## config.mk

```make
export PLATFORM = sky130hd
export DESIGN_NAME = ppe_regs
export DESIGN_NICKNAME = d
export VERILOG_FILES = /design/src/ppe_pkg.sv /design/src/ppe_mon_cnt.sv /design/src/ppe_regs.sv /design/src/ppe_vid_repl.sv
export SDC_FILE = /design/constraint.sdc
export NUM_CORES = 1
export LEC_CHECK = 0
export ABC_AREA = 1
export BUFFER_PORTS_ARGS = -buffer_cell sky130_fd_sc_hd__buf_2
export CORE_MARGIN = 1
export CORE_UTILIZATION = 50
export CTS_CLUSTER_SIZE = 14
export DETAILED_ROUTE_END_ITERATION = 8
export PLACE_DENSITY = 0.7
export RECOVER_POWER = 25
export SLEW_MARGIN = 30
export SYNTH_ARGS = -nofsm -noshare
export SYNTH_HDL_FRONTEND = slang
export SYNTH_SLANG_ARGS = --single-unit
```

## constraint.sdc

```tcl
create_clock -name i_clk -period 2.9 [get_ports i_clk]
set_clock_uncertainty 0.05 [all_clocks]
set_input_delay 0 -clock i_clk [delete_from_list [all_inputs] [get_ports i_clk]]
set_output_delay 0 -clock i_clk [all_outputs]
set_load 0.1 [all_outputs]
```

## src/ppe_pkg.sv

```systemverilog
/*
  Constants and carrier types for the per-port policing and
  egress register bank. Assumes one 250 MHz clock domain.
*/
package ppe_pkg;
  // ==================================================
  // Register map (byte addresses)
  localparam logic [11:0] PPE_ADDR_PTR   = 12'h804;
  localparam logic [11:0] PPE_ADDR_POL   = 12'h80C;
  localparam logic [11:0] PPE_ADDR_MON   = 12'h810;
  localparam logic [11:0] PPE_ADDR_QIDX  = 12'h900;
  localparam logic [11:0] PPE_ADDR_QIDXB = 12'h903;
  localparam logic [11:0] PPE_ADDR_VID   = 12'h904;
  // ==================================================
  // Field positions
  localparam int PPE_POL_EN     = 0;
  localparam int PPE_POL_BLIND  = 1;
  localparam int PPE_POL_SRP    = 2;
  localparam int PPE_POL_REMAP  = 3;
  localparam int PPE_POL_MARK   = 4;
  localparam int PPE_POL_NIP_LO = 5;
  localparam int PPE_POL_NIP_HI = 6;
  localparam int PPE_POL_PPORT  = 7;
  localparam int PPE_POL_SEL_LO = 8;
  localparam int PPE_POL_SEL_HI = 9;
  localparam int PPE_POL_DALL   = 10;
  localparam int PPE_POL_DONLY  = 11;
  localparam int PPE_POL_W      = 12;
  localparam int PPE_PTR_PI_LO  = 16;
  localparam int PPE_PTR_PI_HI  = 18;
  localparam int PPE_QIDX_HI    = 1;
  localparam int PPE_VID_REPL   = 0;
  // ==================================================
  // Reset values
  localparam logic [11:0] PPE_POL_RST  = 12'h020;
  localparam logic [2:0]  PPE_PI_RST   = 3'h0;
  localparam logic [1:0]  PPE_Q_RST    = 2'h0;
  // ==================================================
  // Colors and monitor selections
  localparam logic [1:0] PPE_SEL_DROP = 2'h0;
  localparam logic [1:0] PPE_GREEN    = 2'h1;
  localparam logic [1:0] PPE_YELLOW   = 2'h2;
  localparam logic [1:0] PPE_RED      = 2'h3;
  localparam int         PPE_CNT_W    = 16;
  localparam int         PPE_NQ       = 4;
  localparam logic [11:0] PPE_VID_ZERO = 12'h000;
  // ==================================================
  // Carriers
  typedef struct packed {
    logic       valid;      // Packet decision request
    logic [1:0] queue;      // Egress queue
    logic       is_ip;      // Frame carries DSCP
    logic       is_srp;     // Stream reservation packet
    logic [1:0] dscp_color; // Color from DSCP
    logic [1:0] remap_color;// Remapped DSCP color
    logic       over_max;   // Above max discard threshold
    logic       prob_drop;  // Multiplier-based drop verdict
  } ppe_pkt_t;
  typedef struct packed {
    logic       valid;      // Decision valid
    logic [1:0] color;      // Resolved color
    logic       drop;       // Discard packet
    logic       mark;       // Write color into DSCP
  } ppe_verdict_t;
  typedef struct packed {
    logic        valid;     // Egress tag present
    logic        dbl_tag;   // Double tagging active
    logic [11:0] outer_vid; // Service-provider tag ID
    logic [11:0] inner_vid; // Customer tag ID
  } ppe_tag_t;
  typedef struct packed {
    logic        police_en;   // Policing and discard on
    logic        color_blind; // Blind mode in force
    logic        per_port;    // Per-port per-queue policing
    logic [2:0]  port_index;  // Indirect port pointer
    logic [1:0]  queue_ptr;   // Indirect queue pointer
    logic [1:0]  tx_queue;    // Queue-indexed access select
  } ppe_cfg_t;
endpackage

```

## src/ppe_mon_cnt.sv

```systemverilog
/*
  Per-queue event counters for one monitor category.
  Assumes a single clock and a queue number in range.
*/
`timescale 1ns/1ps
module ppe_mon_cnt
  import ppe_pkg::*;
(
  // Clock and reset
  input  wire logic                 i_clk,
  input  wire logic                 i_resetn,
  // Count event
  input  wire logic                 i_inc,
  input  wire logic [1:0]           i_queue,
  // Read select
  input  wire logic [1:0]           i_rd_queue,
  output logic      [PPE_CNT_W-1:0] o_count
);
  // Counter array, one word per queue
  logic [PPE_CNT_W-1:0] cnt_r [PPE_NQ];

  // ==================================================
  // Counting
  // Wraps at full scale
  always_ff @(posedge i_clk or negedge i_resetn)
  begin
    if (!i_resetn)
    begin
      for (int q = 0; q < PPE_NQ; q++)
        cnt_r[q] <= '0;
    end
    else if (i_inc)
    begin
      cnt_r[i_queue] <= cnt_r[i_queue] + 1'b1;
    end
  end

  // Selected queue for readout
  assign o_count = cnt_r[i_rd_queue];
endmodule // ppe_mon_cnt

```

## src/ppe_regs.sv

```systemverilog
/*
  Per-port policing, discard and egress control register bank,
  with the per-packet policing verdict, the discard monitor
  counters and the egress VID replacement stage.
  Assumes a plain register port: one-cycle strobes, read data
  in the cycle after the read strobe. Packet inputs are
  synchronous to i_clk.
*/
// Design decision made here: the address-and-strobe port.
`timescale 1ns/1ps
module ppe_regs
  import ppe_pkg::*;
(
  // Clock and reset
  input  wire logic         i_clk,
  input  wire logic         i_resetn,
  // Register port
  input  wire logic [11:0]  i_addr,
  input  wire logic [31:0]  i_wdata,
  input  wire logic         i_wr,
  input  wire logic         i_rd,
  output logic      [31:0]  o_rdata,
  // Packet policing
  input  wire ppe_pkt_t     i_pkt,
  output ppe_verdict_t      o_verdict,
  // Egress tag path
  input  wire logic [11:0]  i_def_vid,
  input  wire ppe_tag_t     i_tag,
  output ppe_tag_t          o_tag,
  // Configuration to neighbours
  output ppe_cfg_t          o_cfg
);
  import ppe_pkg::*;
  // Every register here is one flat word per port; the port
  // number is decoded above this bank, so only the low twelve
  // address bits arrive. Strobes are exclusive and one cycle
  // long, so no read-during-write bypass is needed: a read
  // always returns the value left by the last completed write.

  // ==================================================
  // Register storage
  logic [PPE_POL_W-1:0] pol_r;     // Policing control
  logic [PPE_POL_W-1:0] pol_nxt;   // Its next value
  logic [2:0]           pidx_r;    // Port index
  logic [2:0]           pidx_nxt;  // Its next value
  logic [1:0]           qptr_r;    // Queue pointer
  logic [1:0]           qptr_nxt;  // Its next value
  logic [1:0]           txq_r;     // Transmit queue index
  logic [1:0]           txq_nxt;   // Its next value
  logic                 repl_r;    // VID replacement
  logic                 repl_nxt;  // Its next value
  logic [31:0]          rdata_nxt; // Read mux result

  // ==================================================
  // Address decode
  wire hit_ptr;                    // Port pointer word
  wire hit_pol;                    // Policing control word
  wire hit_mon;                    // Monitor count word
  wire hit_qidx;                   // Queue index word
  wire hit_qidxb;                  // Queue index byte alias
  wire hit_vid;                    // VID replacement word
  wire hit_q;                      // Either index form

  assign hit_ptr   = (i_addr == PPE_ADDR_PTR);
  assign hit_pol   = (i_addr == PPE_ADDR_POL);
  assign hit_mon   = (i_addr == PPE_ADDR_MON);
  assign hit_qidx  = (i_addr == PPE_ADDR_QIDX);
  assign hit_qidxb = (i_addr == PPE_ADDR_QIDXB);
  assign hit_vid   = (i_addr == PPE_ADDR_VID);
  // An address that matches none of these reads as zero, and
  // a write to it changes nothing
  // Byte alias carries the low byte in data bits 7:0
  assign hit_q     = hit_qidx | hit_qidxb;
  // No byte enables exist on this port, so a full word write to
  // the byte alias also lands in the index; bits above 1:0 are
  // dropped either way

  // ==================================================
  // Write side
  wire we_ptr;                     // Pointer write
  wire we_pol;                     // Policing write
  wire we_q;                       // Index write
  wire we_vid;                     // VID control write

  assign we_ptr = i_wr & hit_ptr;
  assign we_pol = i_wr & hit_pol;
  assign we_q   = i_wr & hit_q;
  assign we_vid = i_wr & hit_vid;

  // Only implemented bits are taken
  assign pol_nxt  = we_pol ? i_wdata[PPE_POL_W-1:0] : pol_r;
  assign pidx_nxt = we_ptr ? i_wdata[PPE_PTR_PI_HI:PPE_PTR_PI_LO]
                           : pidx_r;
  assign qptr_nxt = we_ptr ? i_wdata[1:0] : qptr_r;
  assign txq_nxt  = we_q ? i_wdata[PPE_QIDX_HI:0] : txq_r;
  assign repl_nxt = we_vid ? i_wdata[PPE_VID_REPL] : repl_r;

  // Register update
  // Reset loads the defaults: everything off, and the non-IP
  // color field at green so that color-aware policing has a
  // sane color before software programs it
  always_ff @(posedge i_clk or negedge i_resetn)
  begin
    if (!i_resetn)
    begin
      pol_r  <= PPE_POL_RST;
      pidx_r <= PPE_PI_RST;
      qptr_r <= PPE_Q_RST;
      txq_r  <= PPE_Q_RST;
      repl_r <= 1'b0;
    end
    else
    begin
      pol_r  <= pol_nxt;
      pidx_r <= pidx_nxt;
      qptr_r <= qptr_nxt;
      txq_r  <= txq_nxt;
      repl_r <= repl_nxt;
    end
  end

  // ==================================================
  // Field views
  wire       f_en;                 // Policing enabled
  wire       f_blind;              // Blind bit
  wire       f_srp;                // SRP drop allowed bit
  wire       f_remap;              // Remap bit
  wire       f_mark;               // Mark bit
  wire [1:0] f_nip;                // Non-IP color
  wire       f_pport;              // Per-port policing
  wire [1:0] f_sel;                // Monitor select
  wire       f_dall;               // Drop-all bit
  wire       f_donly;              // Dropped-only counting

  // Named slices of the control word; the verdict logic reads
  // only these, so a moved field stays local to this list
  assign f_en    = pol_r[PPE_POL_EN];
  assign f_blind = pol_r[PPE_POL_BLIND];
  assign f_srp   = pol_r[PPE_POL_SRP];
  assign f_remap = pol_r[PPE_POL_REMAP];
  assign f_mark  = pol_r[PPE_POL_MARK];
  assign f_nip   = pol_r[PPE_POL_NIP_HI:PPE_POL_NIP_LO];
  assign f_pport = pol_r[PPE_POL_PPORT];
  assign f_sel   = pol_r[PPE_POL_SEL_HI:PPE_POL_SEL_LO];
  assign f_dall  = pol_r[PPE_POL_DALL];
  assign f_donly = pol_r[PPE_POL_DONLY];

  // ==================================================
  // Policing verdict
  wire       blind;                // Blind mode in force
  wire       aware;                // Aware mode in force
  wire [1:0] ip_color;             // Color of an IP frame
  wire [1:0] aware_color;          // Color in aware mode
  wire [1:0] color;                // Resolved color
  wire       thr_drop;             // Threshold verdict
  wire       srp_ok;               // SRP may be dropped
  wire       drop;                 // Final discard
  wire       mark;                 // DSCP marking

  // Mode bit only matters while policing is on
  assign blind = f_en & f_blind;
  assign aware = f_en & ~f_blind;

  // DSCP color, optionally remapped
  assign ip_color = f_remap ? i_pkt.remap_color
                            : i_pkt.dscp_color;

  // Non-IP frames take the programmed color; their DSCP inputs
  // carry nothing meaningful and are never looked at
  // Non-IP frames take the programmed color
  assign aware_color = i_pkt.is_ip ? ip_color
                                   : f_nip;

  // Blind and disabled both see every packet green
  assign color = aware ? aware_color : PPE_GREEN;

  // Drop-all overrides the multiplier
  assign thr_drop = f_dall ? i_pkt.over_max
                           : i_pkt.prob_drop;

  // SRP frames are protected unless allowed
  assign srp_ok = ~i_pkt.is_srp | f_srp;

  // No discard at all while disabled
  assign drop = f_en & thr_drop & srp_ok;
  // The SRP guard sits after the threshold choice, so drop-all
  // still spares reserved streams unless bit 2 allows it

  // Marking applies to IP frames only
  assign mark = f_en & f_mark & i_pkt.is_ip;
  // Marking only asks the egress side to write the resolved
  // color back into DSCP; it never changes the verdict color

  ppe_verdict_t verdict_nxt;       // Next verdict
  always_comb
  begin
    verdict_nxt       = '0;
    verdict_nxt.valid = i_pkt.valid;
    if (i_pkt.valid)
    begin
      verdict_nxt.color = color;
      verdict_nxt.drop  = drop;
      verdict_nxt.mark  = mark;
    end
  end

  // Verdict register
  // One-cycle latency; packets may come every cycle, so no
  // verdict is ever held longer than one cycle
  always_ff @(posedge i_clk or negedge i_resetn)
  begin
    if (!i_resetn)
      o_verdict <= '0;
    else
      o_verdict <= verdict_nxt;
  end

  // ==================================================
  // Discard monitor counters
  wire                 cnt_ok;    // Packet qualifies
  wire [3:0]           inc;       // Per-category increment
  wire [PPE_CNT_W-1:0] cnt [4];   // Per-category readout
  wire [1:0]           cat [4];   // Category codes

  // Dropped-only mode counts discards alone
  assign cnt_ok = i_pkt.valid & f_en
                & (~f_donly | drop);

  assign cat[0] = PPE_SEL_DROP;
  assign cat[1] = PPE_GREEN;
  assign cat[2] = PPE_YELLOW;
  assign cat[3] = PPE_RED;

  // Drop category counts every discard
  assign inc[0] = i_pkt.valid & drop;
  // Drop counts ignore the dropped-only bit: they hold discards
  // alone already. Color counts skip color 00, which has no
  // counter of its own
  // Counters are not cleared by a read and wrap at full scale,
  // so software works with differences between two reads

  genvar g;
  generate
    for (g = 1; g < 4; g++)
    begin : g_inc
      assign inc[g] = cnt_ok & (color == cat[g]);
    end
    for (g = 0; g < 4; g++)
    begin : g_cnt
      ppe_mon_cnt u_cnt
      (
        .i_clk      (i_clk),
        .i_resetn   (i_resetn),
        .i_inc      (inc[g]),
        .i_queue    (i_pkt.queue),
        .i_rd_queue (qptr_r),
        .o_count    (cnt[g])
      );
    end
  endgenerate

  // Selected count for the pointed queue
  wire [PPE_CNT_W-1:0] mon_val;
  assign mon_val = cnt[f_sel];

  // ==================================================
  // Read side
  // Monitor readout follows the queue pointer, not the transmit
  // queue index; the two select different things
  always_comb
  begin
    rdata_nxt = '0;
    if (hit_pol)
      rdata_nxt[PPE_POL_W-1:0] = pol_r;
    else if (hit_ptr)
    begin
      rdata_nxt[PPE_PTR_PI_HI:PPE_PTR_PI_LO] = pidx_r;
      rdata_nxt[1:0] = qptr_r;
    end
    else if (hit_mon)
      rdata_nxt[PPE_CNT_W-1:0] = mon_val;
    else if (hit_q)
      rdata_nxt[PPE_QIDX_HI:0] = txq_r;
    else if (hit_vid)
      rdata_nxt[PPE_VID_REPL] = repl_r;
  end

  // Read data valid the cycle after the strobe
  // Zero outside the answer cycle keeps an OR of banks clean
  always_ff @(posedge i_clk or negedge i_resetn)
  begin
    if (!i_resetn)
      o_rdata <= '0;
    else if (i_rd)
      o_rdata <= rdata_nxt;
    else
      o_rdata <= '0;
  end

  // ==================================================
  // Egress VID replacement
  ppe_vid_repl u_vid
  (
    .i_clk     (i_clk),
    .i_resetn  (i_resetn),
    .i_repl_en (repl_r),
    .i_def_vid (i_def_vid),
    .i_tag     (i_tag),
    .o_tag     (o_tag)
  );

  // ==================================================
  // Configuration export
  // Neighbours use tx_queue for indexed accesses
  // Port index is only exported: this bank counts its own port,
  // and the per-port policing tables live with the neighbours
  always_comb
  begin
    o_cfg             = '0;
    o_cfg.police_en   = f_en;
    o_cfg.color_blind = blind;
    o_cfg.per_port    = f_pport;
    o_cfg.port_index  = pidx_r;
    o_cfg.queue_ptr   = qptr_r;
    o_cfg.tx_queue    = txq_r;
  end
endmodule // ppe_regs

```

## src/ppe_vid_repl.sv

```systemverilog
/*
  Egress VLAN ID replacement stage.
  Assumes the port default VID is stable while packets flow.
*/
`timescale 1ns/1ps
module ppe_vid_repl
  import ppe_pkg::*;
(
  // Clock and reset
  input  wire logic        i_clk,
  input  wire logic        i_resetn,
  // Control
  input  wire logic        i_repl_en,
  input  wire logic [11:0] i_def_vid,
  // Tag in and out
  input  wire ppe_tag_t    i_tag,
  output ppe_tag_t         o_tag
);
  ppe_tag_t tag_nxt;           // Rewritten tag
  wire      tgt_nz;            // Targeted ID non-zero
  wire      repl;              // Replacement applies

  // Outer tag is the target when double tagged
  assign tgt_nz = i_tag.dbl_tag ? (i_tag.outer_vid != PPE_VID_ZERO)
                                : (i_tag.inner_vid != PPE_VID_ZERO);
  assign repl   = i_repl_en & tgt_nz;

  always_comb
  begin
    tag_nxt = i_tag;
    if (repl && i_tag.dbl_tag)
      tag_nxt.outer_vid = i_def_vid;
    else if (repl)
      tag_nxt.inner_vid = i_def_vid;
  end

  // ==================================================
  // Output register
  always_ff @(posedge i_clk or negedge i_resetn)
  begin
    if (!i_resetn)
      o_tag <= '0;
    else
      o_tag <= tag_nxt;
  end
endmodule // ppe_vid_repl

```

Word level (Yosys, flattened, before mapping)
Cells that the tools add are included.
Widths: inputs -> output; s select.
{ "word_totals": {"register_bits": 339, "in_bits": 97, "output_inout_bits": 73, "word_cells": 130} }
{ "op_classes": {"add_sub_neg": 4, "magnitude_cmp": 4, "eq_ne": 9, "n_mux": 53, "bitwise_logic": 26, "n_reduce_logical": 4} }
{ "ops": {"columns": ["op", "count"], "rows": [
  ["$mux 16", 19],
  ["$bmux 16 s2", 9],
  ["$bwmux 64", 4],
  ["$eq 12x12->1 const B", 6],
  ["$add 16x1->16 const B", 4],
  ["$mux 12", 4],
  ["$demux 16 s2", 1],
  ["$mux 14", 2],
  ["$reduce_bool 12->1", 2],
  ["$mux 19", 1],
  ["$and 1x1->1", 17],
  ["$mux 2", 5],
  ["$ge 3x3->1 const B", 3],
  ["$not 2->3", 3],
  ["$mux 7", 1],
  ["$mux 1", 5],
  ["$eq 2x2->1 const B", 2],
  ["$mux 4", 1],
  ["$lt 3x1->1 const B", 1],
  ["$mux 3", 1],
  ["$not 1->1", 3],
  ["$or 1x1->1", 3],
  ["$eq 2x1->1 const B", 1],
  ["$logic_and 1x1->1", 2]
]} }

Logic depth before layout (Yosys ltp)
Gate-level depths: netlist (run 1).
{ "logic_depth": {"word_depth": 11, "ltp_mapped": 15, "ltp_nobuf": 13} }

By module
Synthesis (run 1) repeated with hierarchy kept, for this count alone.
{ "unflattened": {"cells_unflattened": 2869, "hier_area_um2": 20422.1} }
{ "modules_own_cells": {"columns": ["module", "n_inst", "cells_each", "area_each_um2", "seq_area_each_um2"], "rows": [
  ["ppe_mon_cnt at g_cnt[1].u_cnt ...", 2, 596, 4230.3, 1601.5],
  ["ppe_mon_cnt at g_cnt[0].u_cnt", 1, 593, 4098.9, 1601.5],
  ["ppe_mon_cnt at g_cnt[3].u_cnt", 1, 596, 4090.2, 1601.5],
  ["ppe_regs", 1, 352, 2622.5, 1102.3],
  ["ppe_vid_repl", 1, 136, 1149.9, 650.6]
]} }

Worst setup path after synthesis (run 1)
No wires, ideal clock.
{ "synth_path": {"path_type": "register to register", "from": "reg qptr_r[0]", "to": "reg o_rdata[9]", "setup_ns": 0.136, "arrival_ns": 2.294, "required_ns": 2.714, "path_slack_ns": 0.420, "path_stages_with_launch": 11, "n_path_buf": 3, "period_less_slack_ns": 2.480, "cell_sequence": "dfrtp_1 > clkbuf_1 > clkinv_1 > clkbuf_1 > clkbuf_1 > o21ai_0 > o211ai_1 > o21ai_0 > nand2_1 > nand3_1 > o21ai_0"} }
{ "synth_between": {"elab_chain_len": 11, "word_cells_on_any_way": 20, "cone_classes": "mux: 19; bitwise: 1"} }
{ "synth_lines": {"columns": ["element", "line", "rtl"], "rows": [
  ["start, declared", "ppe_regs.sv:46", "logic [1:0] qptr_r;"],
  ["start signal, assigned", "ppe_regs.sv:116", "qptr_r <= qptr_nxt;"],
  ["$not 2->3 (not written as such) (*)", "ppe_mon_cnt.sv:39", "assign o_count = cnt_r[i_rd_queue];"],
  ["$bmux 16 s2", "ppe_mon_cnt.sv:39", null],
  ["$mux 16 (not written as such) (2 in a row)", "ppe_mon_cnt.sv:39", null],
  ["$bmux 16 s2 (*)", "ppe_regs.sv:264", "assign mon_val = cnt[f_sel];"],
  ["$mux 16 (not written as such) (*) (2 in a row)", "ppe_regs.sv:264", null],
  ["$mux 14 (*)", "ppe_regs.sv:280", "else if (hit_mon)"],
  ["$mux 14 (*)", "ppe_regs.sv:275", "else if (hit_ptr)"],
  ["$mux 12 (*)", "ppe_regs.sv:273", "if (hit_pol)"],
  ["$mux 19 (*)", "ppe_regs.sv:294", "else if (i_rd)"],
  ["end signal, assigned", "ppe_regs.sv:295", "o_rdata <= rdata_nxt;"],
  ["end, declared", "ppe_regs.sv:22", "output logic [31:0] o_rdata,"]
]} }
Mark *: on every way between the ends. The rest lies on a longest branch, timed or not. The select of a mux whose other input is x is not followed.
A chain may end at the register's enable or synchronous reset.

Worst setup path after layout (run 1)
{ "layout_path": {"from": "reg pol_r[3]", "to": "reg g_cnt[1].u_cnt.cnt_r[55] (netlist name)"} }
{ "layout_between": {"elab_chain_len": 5} }
{ "layout_lines": {"columns": ["element", "line", "rtl"], "rows": [
  ["start, declared", "ppe_regs.sv:42", "logic [PPE_POL_W-1:0] pol_r;"],
  ["start signal, assigned", "ppe_regs.sv:114", "pol_r <= pol_nxt;"],
  ["$mux 2", "ppe_regs.sv:165", "assign ip_color = f_remap ? i_pkt.remap_color"],
  ["$mux 2", "ppe_regs.sv:171", "assign aware_color = i_pkt.is_ip ? ip_color"],
  ["$mux 2", "ppe_regs.sv:175", "assign color = aware ? aware_color : PPE_GREEN;"],
  ["$eq 2x1->1", "ppe_regs.sv:246", "assign inc[g] = cnt_ok & (color == cat[g]);"],
  ["$and 1x1->1", "ppe_regs.sv:246", null],
  ["end signal, assigned by index", "ppe_mon_cnt.sv:34", "cnt_r[i_queue] <= cnt_r[i_queue] + 1'b1;"],
  ["end, declared", "ppe_mon_cnt.sv:20", "logic [PPE_CNT_W-1:0] cnt_r [PPE_NQ];"]
]} }
No other way between the ends.

==> results.md, run 1 <==
- Internal power: 7.70 mW
- Share of layout cells above drive strength 1: 9.73%
- Total CTS buffers: 38
- Final setup fails: 0
- First-pass GRT wire length: 105000 µm
- Sw frac: 26.5%
- Post-synthesis cell area: 0.0190 mm²
- CTS tree: built
- Total GRT Usage: 34.8%
- Post-route insts no fill: 3598
- Total of max-cap violations: 1
- Sequential share of power: a little over two fifths
- Register bit total from synthesis: 326
- Comb pwr share: 9.0%
- Max Fanout on Critical Path: 20
- CP peak stage delay: 0.62 ns
- Drt first pass iters: 5
- Critical path type: reg -> reg
- Hold crit path type: in -> reg
- Final setup TNS: 0 ns
- Slew HR: -40.5%
- Max H-tree Level: 2
- Commonest non-fill, non-tap cell in the layout: nand2_1
- Syn_area_per_cell: 6.65 µm²
- CP arrival: 3.12 ns
- Finished Cell Area: 0.0227 mm²
- Final Hold Viols: 0
- Largest net degree at the start of global routing: 73
- Post-synth EDFFs: 0
- Max-slew violations: just over 70
- PD cells: around 460 mW/mm²
- Synth Warn #: 0
- Failing checks: capacitance limit, slew limit
- Final hold slack: 0.0774 ns
- Reg clk slew, reported paths: 0.06 ns
- Maximum VDD drop: roughly 0.00047 V
- WL/cell: 18.5 µm
- Grt ovf: 0
- Worst-path cell chain: inv_1 -> nand2_1 -> nand3_1 -> dlygate4sd3_1 -> nand2_1 -> nand3_1 -> nor2_1 -> inv_1 -> o21ai_0
- Psw: approximately 2.8 mW
- RSZ-0062 raised after global routing: no
- Clk_lat worst skew: 0.58 ns
- Placement Setup Slack: 0.463 ns
- Die height: 197 µm
- Startpoint Class: register
- Most frequent cells in the layout: 1183 x nand2_1, 323 x dfrtp_1, 279 x o21ai_0
- Fin crit share: 95.4%
- # rows: 70
- Vias in the first global route: 19899
- Crit path max-delay cell type: inv_1
- Post-synthesis sequential area ratio: 43.0%
- Crit. End Element: register
- HPWL after detailed placement: 41400 µm
- Drc violations: 0
- Core area: 0.0370 mm²
- Routed Antenna Nets: 0
- P_leak: 11.7 nW
- Final GP Congestion: 0.939
- Antenna diodes: 0
- Vias per inst: ~5.7
- Port Buffers: 139
- Io pins: 170
- Area grow syn2layout: 19.8%
- Clk Tree Root Cell: clkbuf_16
- Top delay family on crit path: buffers and inverters
- Placed Area: 0.0204 mm²
- Violation count after the first detailed-routing iteration: 1842
- Nets: ~3200
- Fmax: about 360 MHz
- Main synth FF type: dfrtp_1
- Total routed wirelength: 66500 µm
- Die ar.: 0.0387 mm²
- Final Worst Setup Slack: around 0.13 ns
- Max Root-Sink Buffers: 3
- Clock power frac: 47.2%
- Starting Density: about half
- Synthesized instance count: 2850
- Crit path buffers/inverters: 3
- Via count: 20421
- Synth unique cells: 35
- DIE WIDTH: 197 µm
- CTS sink count: 326
- Final worst path period need: 2.77 ns
- Initial antenna violation count: 0
- Outcome: complete, but fails checks
- Asr flop ratio synth: 100%
- Dpl cells: ~3400
- Worst-margin pin slew: 2.11 ns
- Required time of the critical path: between 3 and 4 ns
[logic make-up after synthesis]
| family | share of synthesized area (%) |
|---|---|
| and+or+nand+nor | 36.2 |
| AOI/OAI and AO/OA | 11.5 |
| buffers and inverters | 8.01 |
| DFF | 43.0 |
| xor gates and xnor gates | 0.924 |
| adders and majority gates | 0.264 |
| other | 0.0198 |
[layout make-up]
cell class	count	area, µm²
inverters	209	786
well taps	504	631
clock inverters	13	126
repair buffers	322	2500
clock buffers	56	1160
fillers	3297	14300
multi-input cells	2168	9340
flip-flops and latches	326	8160
[worst reg2reg max path: cells and delay by family (launching register included)]
family	cells	cell delay, ns
compound gates	1	0.25
simple gates	5	0.56
buf+inv	3	1.33
flops	1	0.42
[sequential cells by signal, summed over array words and instances (netlist names)]
signal / count
o_rdata: 19
repl_r: 1
o_verdict: 5
pol_r: 12
u_vid.o_tag: 26
g_cnt.u_cnt.cnt_r: 256
txq_r: 2
qptr_r: 2
pidx_r: 3
[through the flow]
step                      utilization, %  power [mW]
after floorplan                        -        5.18
after global placement              55.1        5.50
final                               61.4        10.5
after detailed placement            55.1        5.50
after global routing                61.4        10.8
after CTS                           61.5        10.5
[cells in the mapped netlist (7+ instances only)]
cell type / count / area [µm²]
xor2_1: 20 / 175
o22ai_1: 22 / 138
a21oi_1: 73 / 365
nor3_1: 9 / 45.0
buf_1: 8 / 30.0
o211ai_1: 8 / 60.1
buf_2: 41 / 205
nor2_2: 9 / 56.3
nand3_1: 256 / 1280
nand2_1: 1183 / 4440
o21ai_0: 279 / 1400
clkbuf_1: 88 / 330
nand4_1: 28 / 175
inv_2: 7 / 26.3
nor2_1: 218 / 818
o21ai_1: 23 / 115
buf_4: 21 / 158
dfrtp_1: 325 / 8130
inv_1: 200 / 751
[timing repair]
action	in CTS	in global routing
hold buffers	107	0
endpoints found under the setup margin	0	2
hold endpoints to repair	395	0
setup buffers	0	0
gates resized for setup	0	1
[layer usage]
layer | global-route usage, % | share of wire, %
met2 | 55.6 | 45
met1 | 44.4 | 39
met5 | 0 | 0
met4 | 17.1 | 4.7
met3 | 8.18 | 11
[path summary, 6_finish.rpt]
| check | start | slack (ns) | endpoint | cells after the start |
|---|---|---|---|---|
| max in group asynchronous | i_resetn | 0.51 | qptr_r[0] | 3 |
| min in group asynchronous | i_resetn | 0.54 | g_cnt[2].u_cnt.cnt_r[37] | 2 |
| worst min-delay path | i_pkt[9] | 0.08 | g_cnt[3].u_cnt.cnt_r[0] | 4 |
| worst max-delay path | pol_r[3] | 0.13 | g_cnt[1].u_cnt.cnt_r[55] | 9 |
| worst min register to register | pol_r[6] | 0.43 | pol_r[6] | 2 |
| worst max register to register | pol_r[3] | 0.13 | g_cnt[1].u_cnt.cnt_r[55] | 9 |
[power groups by stage]
stage,combinational [mW],clock [mW],sequential [mW]
final,0.938,4.94,4.60
after global routing,0.995,5.17,4.60
after CTS,0.913,4.99,4.59
after detailed placement,0.828,0,4.68
after global placement,0.820,0,4.68
after floorplan,0.350,0,4.83
Power figures use the tool's default switching activity.
==> run 2: changes to the inputs <==
--- a/config.mk
+++ b/config.mk
@@ -5,7 +5,6 @@
 export SDC_FILE = /design/constraint.sdc
 export NUM_CORES = 1
 export LEC_CHECK = 0
-export ABC_AREA = 1
 export BUFFER_PORTS_ARGS = -buffer_cell sky130_fd_sc_hd__buf_2
 export CORE_MARGIN = 1
 export CORE_UTILIZATION = 50
@@ -13,6 +12,7 @@
 export DETAILED_ROUTE_END_ITERATION = 8
 export PLACE_DENSITY = 0.7
 export RECOVER_POWER = 25
+export REMOVE_ABC_BUFFERS = 1
 export SLEW_MARGIN = 30
 export SYNTH_ARGS = -nofsm -noshare
 export SYNTH_HDL_FRONTEND = slang
==> results.md, run 2 <==
- Outcome: complete, but fails checks
- Failing checks: capacitance limit, slew limit
- Final GP Congestion: 0.848 (-9.7%)
- Synth unique cells: 64 (+83%)
- Critical path type: reg -> reg
- Synth Warn #: 0 (unchanged)
- Drt first pass iters: 8 (+3)
- Initial antenna violation count: 1 (+1)
- Die ar.: 0.0346 mm² (-11%)
- Dpl cells: 1909 (-44%)
- WL/cell: 21.9 µm (+19%)
- Register bit total from synthesis: 326 (unchanged)
- Final hold slack: 0.0167 ns (-0.0607 ns)
- R2r setup slk: 0.20 ns (+0.07 ns)
- WL met3: 3480 µm (-51%)
- P_leak: 8.86 nW (-25%)
- Filler cells: 2534 (-23%)
- Largest register FFs: 256 (unchanged)
- Top delay family on crit path: simple AND/OR/NAND/NOR gates
- Worst-path cell chain: mux2_2 -> o2111ai_1 -> nor3b_2 -> nand4_1 -> buf_4 -> nand2_1 -> o21ai_0
- Port Buffers: 139 (unchanged)
- Final worst path period need: 2.70 ns (-0.0650 ns)
- Area grow syn2layout: 19.5%
- Post-route insts no fill: 2043 (-43%)
- Total of max-cap violations: 2 (+1)
- Grt ovf: 0 (unchanged)
- Reg clk slew, reported paths: 0.06 ns (about the same)
- Top cell type's share of synthesized area: 48.1% (+5.2 points)
- Internal power: 7.75 mW (+0.66%)
- First-pass GRT wire length: 69500 µm (-34%)
- Core area: 0.0334 mm² (-9.5%)
- Starting Density: 50.6% (-0.70 points)
- Total GRT Usage: 26.7% (-8.1 points)
- Worst-margin pin slew: 1.69 ns (-0.419 ns)
- Final setup fails: 0 (unchanged)
- Violation count after the first detailed-routing iteration: 984 (-47%)
- Placed Area: 0.0183 mm² (-10%)
- Worst Reg-to-Reg Cells: 7 (-2)
- Main synth FF type: dfrtp_1
- Slew HR: -12.5% (+28 points)
- Share of layout cells above drive strength 1: 34.4% (+25 points)
- Fin crit share: 93.2% (-2.2 points)
- Die height: 186 µm (-5.5%)
- Max H-tree Level: 2 (unchanged)
- WP depth: 7 (-2)
- Total CTS buffers: 37 (-2.6%)
- Total design power: 10.1 mW (-3.8%)
- Startpoint Class: register
- Commonest non-fill, non-tap cell in the layout: dfrtp_1
- Required time of the critical path: 3.23 ns (-0.02 ns)
- Io pins: 170 (unchanged)
- DIE WIDTH: 186 µm (-5.5%)
- Clk_lat worst skew: 0.53 ns (-0.05 ns)
- Synth area leader: dfrtp_1
- Routed Antenna Nets: 0 (unchanged)
- Most frequent cells in the layout: 323 x dfrtp_1, 163 x nand2_1, 137 x mux4_2
- Final Worst Setup Slack: 0.198 ns (+0.0650 ns)
- Psw: 2.33 mW (-16%)
- Vias in the first global route: 12246 (-38%)
- Asr flop ratio synth: 100% (unchanged)
- Final Hold Viols: 0 (unchanged)
- Hold crit path type: in -> async
- Clk Tree Root Cell: clkbuf_16
- Max Root-Sink Buffers: 3 (unchanged)
- Commonest cells post-synth: 325 x dfrtp_1, 163 x nand2_1, 137 x mux4_2, 106 x o21ai_0, 100 x mux2_2
- Drc violations: 0 (unchanged)
- Most numerous cell in the Yosys netlist: dfrtp_1
- Synthesized instance count: 1345 (-53%)
- CTS sink count: 326 (unchanged)
- Total routed wirelength: 44800 µm (-33%)
- Antenna diodes: 0 (unchanged)
- Met1 WL: 18200 µm (-30%)
- CTS tree: built
- Maximum VDD drop: 0.000389 V (-17%)
- Max Fanout on Critical Path: 20 (unchanged)
- Met2 wire length: 21600 µm (-28%)
- Finished Cell Area: 0.0202 mm² (-11%)
- CP peak stage delay: 0.53 ns (-0.09 ns)
- Largest net degree at the start of global routing: 92 (+26%)
- Post-synthesis sequential area ratio: 48.2% (+5.2 points)
- PD cells: 499 mW/mm² (+8.1%)
- Placement Setup Slack: 0.207 ns (-0.256 ns)
- Nets: 1671 (-47%)
- Clock power frac: 47.7% (+0.5 points)
- Comb pwr share: 6.8% (-2.2 points)
- Vias per inst: 5.95 (+4.7%)
- # rows: 67 (-4.3%)
- Sequential share of power: 45.5% (+1.6 points)
- CP arrival: 3.03 ns (-0.09 ns)
- Sw frac: 23.1% (-3.4 points)
- Most flops, register: g_cnt.u_cnt.cnt_r
- HPWL after detailed placement: 31100 µm (-25%)
- Max-slew violations: 130 (+83%)
- Crit path max-delay cell type: nor3b_2
- Biggest regs: g_cnt.u_cnt.cnt_r (256), u_vid.o_tag (26), o_rdata (19)
- Top cells by area, synth: dfrtp_1 48%, mux4_2 18%, mux2_2 6.7%, nand2_1 3.6%, o21ai_0 3.1%
- Post-CTS setup buffers: 0 (unchanged)
- Syn_area_per_cell: 12.6 µm² (+89%)
- Post-synth EDFFs: 0 (unchanged)
- Via count: 12146 (-41%)
- Fmax: 370 MHz (+2.4%)
- Top layer reached by signal wires: met4
- Crit path buffers/inverters: 1 (-2)
- Post-synthesis cell area: 0.0169 mm² (-11%)
- Crit. End Element: register
run 2: changes by cell type in the layout (fill, tap and decap cells not counted), moves of 11 or more:
| cell | change |
|---|---|
| o21ai_0 | -173 |
| nor2_1 | -126 |
| nand2_1 | -1020 |
| inv_1 | -190 |
| nand4_1 | -17 |
| o22ai_1 | -21 |
| mux4_2 | +137 |
| dlygate4sd3_1 | -37 |
| o21ai_1 | +11 |
| xnor2_1 | +27 |
| mux2_2 | +100 |
| nand3_1 | -235 |
run 2: layer usage:
| layer | up-vias | GRT usage, % |
|---|---|---|
| met5 | - | 0 |
| met4 | 0 | 9.44 |
| met3 | 91 | 5.24 |
| met2 | 513 | 43.7 |
| met1 | 6174 | 35.5 |
| li1 | 5368 | - |
run 2: kinds of logic after synthesis:
group                      Yosys count  synth area share, %
xor gates and xnor gates            57                 3.30
adders and majority gates            4                0.296
AOI/OAI and AO/OA                  224                 7.03
muxes                              252                 26.3
DFF                                326                 48.2
and+or+nand+nor                    369                 10.9
other                                1               0.0222
buffers and inverters              112                 3.96
run 2: what timing repair did:
item | 4_1_cts | 5_1_grt
endpoints found under the hold margin | 161 | 0
hold buffers | 70 | 0
gates resized for setup | 0 | 2
endpoints found under the setup margin | 0 | 5
run 2: final timing paths:
kind	from	endpoint
worst max-delay path	pol_r[10]	g_cnt[3].u_cnt.cnt_r[11]
worst min-delay path	i_resetn	pidx_r[0]
worst max register to register	pol_r[10]	g_cnt[3].u_cnt.cnt_r[11]
worst min register to register	g_cnt[1].u_cnt.cnt_r[5]	g_cnt[1].u_cnt.cnt_r[5]
max in group asynchronous	i_resetn	g_cnt[1].u_cnt.cnt_r[37]
min in group i_clk	i_pkt[6]	o_verdict[1]
run 2: stage by stage:
step | TNS (ns) | utilization, %
after floorplan | -48.75 | -
after global placement | 0 | 54.7
after detailed placement | 0 | 54.7
after CTS | 0 | 60.6
after global routing | -0.0155 | 60.4
final | 0 | 60.4
run 2: power by group through the flow:
| stage | clock [mW] | combinational (mW) | sequential (mW) |
|---|---|---|---|
| global route | 5.06 | 0.730 | 4.59 |
| floorplan | 0 | 0.157 | 4.82 |
| finish | 4.81 | 0.684 | 4.59 |
| CTS | 4.87 | 0.689 | 4.59 |
| detailed placement | 0 | 0.618 | 4.67 |
| global placement | 0 | 0.614 | 4.67 |
run 2: area by class of cell:
class | instances | area, µm² | area share (%)
Clock buffer | 51 | 1050 | 5.19
Clock inverter | 13 | 204 | 1.01
Inverter | 10 | 37.5 | 0.186
Multi-Input combinational cell | 919 | 8160 | 40.4
Sequential cell | 326 | 8170 | 40.4
Tap cell | 448 | 561 | 2.77
Timing Repair Buffer | 276 | 2040 | 10.1
